## src/common/vbc_pkg.sv

```systemverilog
// shared constants and carrier types of the voice bank start/stop control
package vbc_pkg;

  // ----------------------------------------------------------------------
  // channel organisation
  // ----------------------------------------------------------------------
  localparam int TOTAL_CHANNELS = 64;
  localparam int BANK_CHANNELS  = 32;
  localparam int CHAN_W         = 5;
  localparam int DATA_W         = 32;

  // ----------------------------------------------------------------------
  // i/o port register map (byte addresses)
  // ----------------------------------------------------------------------
  localparam int               IO_ADDR_W    = 8;
  localparam logic [7:0]       START_OFFSET = 8'h80;
  localparam logic [7:0]       STOP_OFFSET  = 8'h84;
  localparam logic [31:0]      STATUS_RESET = 32'h0000_0000;
  localparam logic [31:0]      UNMAPPED_VAL = 32'h0000_0000;

  // ----------------------------------------------------------------------
  // engine report fields
  // ----------------------------------------------------------------------
  localparam int               OFFSET_W     = 16;
  localparam int               ENV_W        = 12;
  localparam int               DLY_W        = 16;
  localparam int               SAMPLE_W     = 16;
  // attenuation in 1/64 dB steps: 4095 steps is -63.984375 dB
  localparam logic [11:0]      ENV_FLOOR    = 12'hFFF;
  localparam logic [15:0]      DLY_DONE     = 16'h0000;
  localparam logic [15:0]      SAMPLE_MUTE  = 16'h0000;

  // ----------------------------------------------------------------------
  // carriers
  // ----------------------------------------------------------------------
  typedef struct packed {
    logic                 wr;
    logic                 rd;
    logic [IO_ADDR_W-1:0] addr;
    logic [DATA_W-1:0]    wdata;
  } vbc_io_req_t;

  typedef struct packed {
    logic                valid;
    logic [CHAN_W-1:0]   chan;
    logic                loop_enable;
    logic [OFFSET_W-1:0] current_sample_offset;
    logic [OFFSET_W-1:0] end_sample_offset;
    logic [ENV_W-1:0]    current_envelope_level;
    logic                delay_stop_mode;
    logic [DLY_W-1:0]    envelope_delay_count;
  } vbc_chan_report_t;

  typedef struct packed {
    logic              valid;
    logic [CHAN_W-1:0] chan;
    logic              out_of_data;
    logic              env_floor;
    logic              delay_expired;
  } vbc_stop_evt_t;

  typedef struct packed {
    logic              valid;
    logic [CHAN_W-1:0] chan;
  } vbc_fetch_t;

  typedef struct packed {
    logic                valid;
    logic [CHAN_W-1:0]   chan;
    logic [SAMPLE_W-1:0] sample;
  } vbc_mix_t;

endpackage

```

## src/design/vbc_bank_ctrl.sv

```systemverilog
// start/stop command and running status for the first voice bank
`timescale 1ns/1ps

// Summary of operation
// - 64 channels, two banks; this is 0-31
// - bank channels are playback only, own modulators
// - start register read returns running status
// - stopped channel halts engines, adds nothing
// - stop write of one halts channel
// - loop off and offset at or past end stops
// - envelope at floor stops channel
// - delay-stop countdown at zero stops channel
// - only a start write sets running
// - start write of one starts channel
// - zero bits written change nothing
// - stop register reads same status
module vbc_bank_ctrl
  import vbc_pkg::*;
(
  // clock and reset
  input  wire logic                     clk,
  input  wire logic                     reset_n,

  // host i/o port
  input  wire vbc_io_req_t              io_req,
  output      logic [DATA_W-1:0]        io_rdata,
  output      logic                     io_rvalid,

  // stop condition report from address and envelope engines
  input  wire vbc_chan_report_t         chan_report,

  // engine control
  output      logic [BANK_CHANNELS-1:0] chan_running,
  output      logic [BANK_CHANNELS-1:0] chan_start,
  output      logic [BANK_CHANNELS-1:0] chan_stop,

  // hardware stop event, for flags kept elsewhere
  output      vbc_stop_evt_t            hw_stop_evt,

  // sample fetch request gate
  input  wire vbc_fetch_t               fetch_in,
  output      vbc_fetch_t               fetch_out,

  // mixer contribution gate
  input  wire vbc_mix_t                 mix_in,
  output      vbc_mix_t                 mix_out
);

  // ----------------------------------------------------------------------
  // state
  // ----------------------------------------------------------------------
  typedef struct packed {
    logic [BANK_CHANNELS-1:0] running;
    logic [BANK_CHANNELS-1:0] start_p;
    logic [BANK_CHANNELS-1:0] stop_p;
    logic [DATA_W-1:0]        rdata;
    logic                     rvalid;
    vbc_stop_evt_t            evt;
    vbc_fetch_t               fetch;
    vbc_mix_t                 mix;
  } vbc_ctrl_state_t;

  vbc_ctrl_state_t s_r;
  vbc_ctrl_state_t s_nxt;

  // ----------------------------------------------------------------------
  // hardware stop detection
  // ----------------------------------------------------------------------
  vbc_stop_evt_t stop_evt;

  vbc_stop_detect u_stop_detect (
    .clk      (clk),
    .reset_n  (reset_n),
    .report   (chan_report),
    .stop_evt (stop_evt)
  );

  // ----------------------------------------------------------------------
  // address decode
  // ----------------------------------------------------------------------
  logic hit_start;
  logic hit_stop;
  logic start_wr;
  logic stop_wr;
  logic status_rd;

  assign hit_start = (io_req.addr == START_OFFSET);
  assign hit_stop  = (io_req.addr == STOP_OFFSET);
  assign start_wr  = io_req.wr && hit_start;
  assign stop_wr   = io_req.wr && hit_stop;
  assign status_rd = io_req.rd && (hit_start || hit_stop);

  // ----------------------------------------------------------------------
  // per-channel command masks
  // ----------------------------------------------------------------------
  logic [BANK_CHANNELS-1:0] start_mask;
  logic [BANK_CHANNELS-1:0] stop_mask;
  logic [BANK_CHANNELS-1:0] hw_mask;
  logic [BANK_CHANNELS-1:0] clear_mask;

  genvar ch;
  generate
    for (ch = 0; ch < BANK_CHANNELS; ch = ch + 1) begin : g_chan
      // zero bits leave the channel alone
      assign start_mask[ch] = start_wr && io_req.wdata[ch];
      assign stop_mask[ch]  = stop_wr && io_req.wdata[ch];
      assign hw_mask[ch]    = stop_evt.valid &&
                              (stop_evt.chan == CHAN_W'(ch));
      // a start in the same cycle overrides a hardware stop
      assign clear_mask[ch] = (stop_mask[ch] || hw_mask[ch]) &&
                              !start_mask[ch];
    end
  endgenerate

  // ----------------------------------------------------------------------
  // running status and engine commands
  // ----------------------------------------------------------------------
  always_comb begin
    s_nxt = s_r;

    // only a start write raises a bit; stops only lower it
    s_nxt.running = (s_r.running & ~clear_mask) | start_mask;
    s_nxt.start_p = start_mask;
    s_nxt.stop_p  = clear_mask;

    // forward the hardware stop only when it took effect
    s_nxt.evt       = stop_evt;
    s_nxt.evt.valid = stop_evt.valid &&
                      !start_mask[stop_evt.chan];

    // both registers read back the running status
    s_nxt.rvalid = io_req.rd;
    if (status_rd) begin
      s_nxt.rdata = s_r.running;
    end else if (io_req.rd) begin
      s_nxt.rdata = UNMAPPED_VAL;
    end

    // stopped channels do not fetch and pass a muted sample to the mixer
    s_nxt.fetch.chan  = fetch_in.chan;
    s_nxt.fetch.valid = fetch_in.valid &&
                        s_r.running[fetch_in.chan];
    s_nxt.mix.chan    = mix_in.chan;
    s_nxt.mix.valid   = mix_in.valid;
    if (mix_in.valid && s_r.running[mix_in.chan]) begin
      s_nxt.mix.sample = mix_in.sample;
    end else begin
      s_nxt.mix.sample = SAMPLE_MUTE;
    end
  end

  // ----------------------------------------------------------------------
  // state register
  // ----------------------------------------------------------------------
  always_ff @(posedge clk) begin
    if (!reset_n) begin
      s_r         <= '0;
      s_r.running <= STATUS_RESET;
    end else begin
      s_r <= s_nxt;
    end
  end

  // ----------------------------------------------------------------------
  // outputs
  // ----------------------------------------------------------------------
  // engines run address, fetch, interpolation and envelope on this level
  assign chan_running = s_r.running;
  assign chan_start   = s_r.start_p;
  assign chan_stop    = s_r.stop_p;
  assign io_rdata     = s_r.rdata;
  assign io_rvalid    = s_r.rvalid;
  assign hw_stop_evt  = s_r.evt;
  assign fetch_out    = s_r.fetch;
  assign mix_out      = s_r.mix;

endmodule

```

## src/design/vbc_stop_detect.sv

```systemverilog
// per-channel hardware stop condition detector
`timescale 1ns/1ps

module vbc_stop_detect
  import vbc_pkg::*;
(
  // clock and reset
  input  wire logic             clk,
  input  wire logic             reset_n,
  // channel report from address and envelope engines
  input  wire vbc_chan_report_t report,
  // registered stop event
  output      vbc_stop_evt_t    stop_evt
);

  vbc_stop_evt_t s_r;
  vbc_stop_evt_t s_nxt;

  // ----------------------------------------------------------------------
  // condition decode
  // ----------------------------------------------------------------------
  always_comb begin
    s_nxt               = '0;
    s_nxt.chan          = report.chan;
    s_nxt.out_of_data   = report.valid && !report.loop_enable &&
                          (report.current_sample_offset >=
                           report.end_sample_offset);
    s_nxt.env_floor     = report.valid &&
                          (report.current_envelope_level ==
                           ENV_FLOOR);
    s_nxt.delay_expired = report.valid && report.delay_stop_mode &&
                          (report.envelope_delay_count ==
                           DLY_DONE);
    s_nxt.valid         = s_nxt.out_of_data || s_nxt.env_floor ||
                          s_nxt.delay_expired;
  end

  always_ff @(posedge clk) begin
    if (!reset_n) begin
      s_r <= '0;
    end else begin
      s_r <= s_nxt;
    end
  end

  assign stop_evt = s_r;

endmodule

```

## config.mk

```make
export PLATFORM = sky130hd
export DESIGN_NAME = vbc_bank_ctrl
export DESIGN_NICKNAME = d
export VERILOG_FILES = /design/src/common/vbc_pkg.sv /design/src/design/vbc_bank_ctrl.sv /design/src/design/vbc_stop_detect.sv
export SDC_FILE = /design/constraint.sdc
export NUM_CORES = 1
export LEC_CHECK = 0
export ABC_AREA = 1
export BUFFER_PORTS_ARGS = -buffer_cell sky130_fd_sc_hd__buf_2
export CORE_ASPECT_RATIO = 0.9
export CORE_MARGIN = 3
export CORE_UTILIZATION = 48
export CTS_BUF_LIST = sky130_fd_sc_hd__clkbuf_16
export CTS_CLUSTER_DIAMETER = 120
export DETAILED_ROUTE_END_ITERATION = 6
export GPL_ROUTABILITY_DRIVEN = 0
export PLACE_DENSITY = 0.77
export SYNTH_ARGS = -nofsm -noshare
export SYNTH_HDL_FRONTEND = slang
export SYNTH_HIERARCHICAL = 1
export SYNTH_SLANG_ARGS = --single-unit
```

## constraint.sdc

```tcl
create_clock -name clk -period 1.8 [get_ports clk]
set_input_delay 0.36 -clock clk [delete_from_list [all_inputs] [get_ports clk]]
set_output_delay 0.36 -clock clk [all_outputs]
set_load 0.02 [all_outputs]
```

## Yosys cells after proc, flatten, opt, wreduce, memory -nomap -nowiden

Index checks and enable logic that the tools add are counted.

| storage, ports and cells | value |
|---|---|
| output and inout port bits | 166 |
| logic and storage cells | 281 |
| register bits | 175 |
| bits of input ports | 140 |

| cells by class | value |
|---|---|
| bitwise gates (word level) | 3 |
| $lt $le $gt $ge | 4 |
| multiplexer cells | 8 |
| reductions and logical operators | 212 |
| equal/unequal tests | 34 |

Operators by type and width:

| operator | number |
|---|---|
| 1-bit logical AND | 139 |
| 5-bit == test (second input constant) | 16 |
| 32-bit 2-to-1 mux | 2 |
| 5-bit by 4-bit == test with 1-bit output (second input constant) | 8 |
| 1-bit logical OR | 35 |
| 1-bit zero test | 34 |
| 32-bit bitwise AND | 1 |
| 32-bit inverter | 1 |
| 32-bit OR | 1 |
| 5-bit by 3-bit == test with 1-bit output (second input constant) | 4 |
| 5-bit by 6-bit < comparator with 1-bit output (second input constant) | 3 |
| 8-bit == test (second input constant) | 2 |
| 16-bit >= comparator | 1 |
| 16-bit zero test | 1 |
| 1-bit binary-select mux with 5-bit select | 3 |
| 12-bit == test (second input constant) | 1 |
| 5-bit by 2-bit == test with 1-bit output (second input constant) | 2 |
| 5-bit by 1-bit == test with 1-bit output (second input constant) | 1 |
| 5-bit zero test | 1 |
| 1-bit 2-to-1 mux | 3 |
| 2-bit AND reduction | 1 |
| 2-bit nonzero test | 1 |

## Longest topological paths before layout

| depth | value |
|---|---|
| depth after elaboration | 8 |
| mapped depth | 14 |
| mapped depth without buffers | 13 |

## By module

Netlist, hierarchy kept.

By module, submodules not included:

| module | cells each | area an instance (um2) | seq. area each (um2) | times used |
|---|---|---|---|---|
| vbc_bank_ctrl | 852 | 6551.3 | 3323.2 | 1 |
| vbc_stop_detect | 126 | 833.3 | 180.2 | 1 |

## Worst setup path after synthesis

No wires, ideal clock.

| path | value |
|---|---|
| path type | input to register |
| start point | in io_req[33] (netlist bit) |
| end point | reg s_r (netlist bit hw_stop_evt[8]) |
| data arrival time | 1.386 ns |
| required time | 1.687 ns |
| setup time | 0.113 ns |
| cell stages on the path | 11 |
| path buffers | 1 |
| path slack | 0.302 ns |
| cell sequence | nor2_1 nand2_1 nor2_4 buf_4 nand4_1 nand4_1 nand2_1 nand2_1 nor2_1 nor2_1 nor2_1 |

| on the way | value |
|---|---|
| word-level cells in the longest chain between the ends | 7 |
| elaborated cells between the ends (all ways) | 38 |
| classes of those cells | 1 x eq/ne; 2 x mux; 35 x reduce/logical |

RTL lines:

| element | line | source |
|---|---|---|
| start, declared | vbc_bank_ctrl.sv:25 | `input wire vbc_io_req_t io_req,` |
| 8-bit == test * | vbc_bank_ctrl.sv:87 | `assign hit_start = (io_req.addr == START_OFFSET);` |
| 1-bit logical AND * | vbc_bank_ctrl.sv:89 | `assign start_wr = io_req.wr && hit_start;` |
| 1-bit logical AND | vbc_bank_ctrl.sv:105 | `assign start_mask[ch] = start_wr && io_req.wdata[ch];` |
| 1-bit binary-select mux with 5-bit select * | vbc_bank_ctrl.sv:129 | `!start_mask[stop_evt.chan];` |
| 1-bit 2-to-1 mux (implied by the code) * | vbc_bank_ctrl.sv:129 |  |
| 1-bit zero test * | vbc_bank_ctrl.sv:129 |  |
| 1-bit logical AND * | vbc_bank_ctrl.sv:128 | `s_nxt.evt.valid = stop_evt.valid &&` |
| end signal, assigned | vbc_bank_ctrl.sv:160 | `s_r <= s_nxt;` |
| end, declared | vbc_bank_ctrl.sv:63 | `vbc_ctrl_state_t s_r;` |

Every way passes the cells marked *; elsewhere a longest branch is shown, timed or not. The select of a mux whose other input is x is not followed.
A chain may end at the register's enable or synchronous reset.

## Worst setup path after layout

| path | value |
|---|---|
| start point | reg u_stop_detect.s_r (netlist bit u_stop_detect/stop_evt[3]) |
| end point | reg s_r (netlist bit hw_stop_evt[8]) |

| on the way | value |
|---|---|
| word-level cells in the longest chain between the ends | 4 |

RTL lines:

| element | line | source |
|---|---|---|
| start, declared | vbc_stop_detect.sv:16 | `vbc_stop_evt_t s_r;` |
| start signal, assigned | vbc_stop_detect.sv:42 | `s_r <= s_nxt;` |
| 1-bit binary-select mux with 5-bit select | vbc_bank_ctrl.sv:129 |  |
| 1-bit 2-to-1 mux (implied by the code) | vbc_bank_ctrl.sv:129 |  |
| 1-bit zero test | vbc_bank_ctrl.sv:129 |  |
| 1-bit logical AND | vbc_bank_ctrl.sv:128 |  |

Every way passes these cells. The select of a mux whose other input is x is not followed.

==> metrics.cfg <==
[yosys]
ys_seq_elements=175
synth_top_area_cell=dfxtp_1
syn_avg_cell_area_um2=7.55
synth_top_area_share_pct=47.4
ys_async_sr_fraction_pct=0
yosysUniqueCellTypes=38
yosysWarnings=6
synth_edf_count=0
syn_area_um2=7380
synth_flop_cell=dfxtp_1
syn_inst=978
synth_area_leaders=dfxtp_1 (47%), nand2_1 (11%), nor2_1 (7.3%), inv_1 (5.3%), o21ai_0 (4.1%)
synth-seq-area-share_pct=47.4
syn_nets=1134

[routing]
final_antenna_net_count=0
drt_iter0_markers=1003
vias=7907
avgViaCountPerCell=5.28
route.detailed.drc=0
routed_wl_mm=25.9
drtPass1Iterations=6
wl_per_cell_um=17.3

[sta]
skew_ns=0.00593
slew_headroom_pct=62.3
final-hold-violation-count=0
setup_viol=0
period_share_pct=87.4
worst_slack_ns=0.227
whs_ns=0.108
tightestPinTransition_ns=0.560
max_freq_mhz=636
finalCriticalPeriod_ns=1.57
drv_slew=0
rsz0062_at_grt=false
setup-tns-final_ns=0

[setup_path]
crit_buf_inv=2
critPathLaunchType=register
path_class=register to register
cpLargestDelayFamily=simple AND/OR/NAND/NOR gates
path_max_fanout=10
cp.arrival_ns=1.94
slowest_delay_ns=0.37
path_cells=inv_1 > nand2_1 > clkinvlp_4 > nand4_1 > nand2_1 > nor2_1 > nor2_1 > nor2_1 > nand2_1 > nand2_1 > nand2_1 > nor2_1
worstSetupEndpointType=register
cpMostUsedCell=nand2_1
slowest_stage=dfxtp_1
required_ns=2.17

[pwr]
power_uw=8250
ir_worst_vdd_mv=0.747
power_density_nw_per_um2=844
p_leak_uw=0.00501

[floorplanning]
die_w_um=137
core_um2=14900
die-area_um2=16900
io_pins=306
start_util_pct=49.7
rows=42
die_h_um=124

[finish]
multi_input_area_um2=3170
area_delta_synth_final_pct=32.5
final_common_cell=buf_2
fillerInstances=1306
stdcell_area_um2=9780
seqCellArea_um2=3500
final_cell_mix=buf_2 (305), nand2_1 (209), dfxtp_1 (175), nor2_1 (144), inv_1 (104)
nNetsFinal=1444
drive_above_1_share_pct=30.5

[clock_network]
cts_buffer_depth=2
clk_pin_slew_ns=0.06
root_buffer=clkbuf_16
cts_buffers=17
hold_buffers=0
cts_sinks=175
clk_latency_ns=0.43
cts_tree=built
cts_htree_levels=4
cts_setup_buffers=0

[grt]
grt_max_degree=61
grt.overflow.total=0
antenna_found_initial=0
grt_pass1_wl_mm=37.9
grt_pass1_vias=7180
track_usage_pct=29.6

[placed_design]
dp_slack_ns=-0.0149
port-buffer-count=305
hpwl_mm=20.3
place_area_um2=9210

[run]
drv_cap=0

[worst_hold_path]
hold_class=input port to register

[status]
status=complete, no violations

sequential cells by signal (all words and copies together), names as in the netlist:
name,count
chan_running,32
chan_start,32
chan_stop,32
fetch_out,6
hw_stop_evt,9
io_rdata,32
io_rvalid,1
mix_out,22
u_stop_detect/stop_evt,9
metal layers:
layer / wire length (µm) / vias to the layer above / GRT usage (%) / share of wire, %
met2: 12300 / 493 / 48.8 / 47
li1: - / 3822 / - / -
met5: 0 / - / 0 / 0
met1: 9760 / 3516 / 37.0 / 38
met4: 892 / 0 / 11.9 / 3.4
met3: 2930 / 76 / 7.71 / 11
cell type report:
cell class	count	area share (%)
Clock inverter	13	1.41
Clock buffer	17	4.35
Inverter	113	4.45
Tap cell	198	2.53
Antenna cell	1	0.0256
Sequential cell	175	35.8
Multi-Input combinational cell	642	32.4
Timing Repair Buffer	339	19.0
per-stage QoR:
step / util (%) / cells
after detailed placement: 61.9 / 1467
after global routing: 65.8 / 1497
after global placement: 61.9 / 1467
final: 65.8 / 1498
after CTS: 65.7 / 1497
after floorplan: - / 978
path summary, 6_finish.rpt:
kind	cells past startpoint	startpoint	endpoint	slack [ns]
max	12	u_stop_detect/stop_evt[3]	hw_stop_evt[8]	0.23
min	3	chan_report[66]	u_stop_detect/stop_evt[7]	0.11
max reg2reg	12	u_stop_detect/stop_evt[3]	hw_stop_evt[8]	0.23
min reg2reg	2	u_stop_detect/stop_evt[1]	hw_stop_evt[1]	0.42
power breakdown:
part	total [µW]	internal, µW	switching, µW
registers	3930	3910	17.5
clock network	3570	2030	1540
logic	749	276	473
synth_stat cells (all sizes together), types with 4 or more instances:
library cell and count:
nand2 210, dfxtp 175, nor2 156, inv 111, o21ai 95, nand3 47
o22ai 44, nand4 35, buf 25, clkbuf 23, ha 16, a21oi 12
o221ai 10, nor4 5, nor3 4
kinds of logic after synthesis:
family / after synthesis / synth area share, %
AND/OR/NAND/NOR: 464 / 27.8
AO/OA/AOI/OAI: 162 / 12.5
flip-flops: 175 / 47.4
adder cells (fa/ha/maj): 16 / 2.71
buffers and inverters: 161 / 9.59
worst register-to-register path, delay by kind of cell (launching register included):
family,cells,cell delay [ns]
simple gates,10,0.85
buf+inv,2,0.30
flops,1,0.37
repair_timing:
item	4_1_cts	5_1_grt
hold endpoints to repair	0	0
resized for setup	0	1
setup endpoints to repair	0	1
Power figures use the tool's default switching activity.
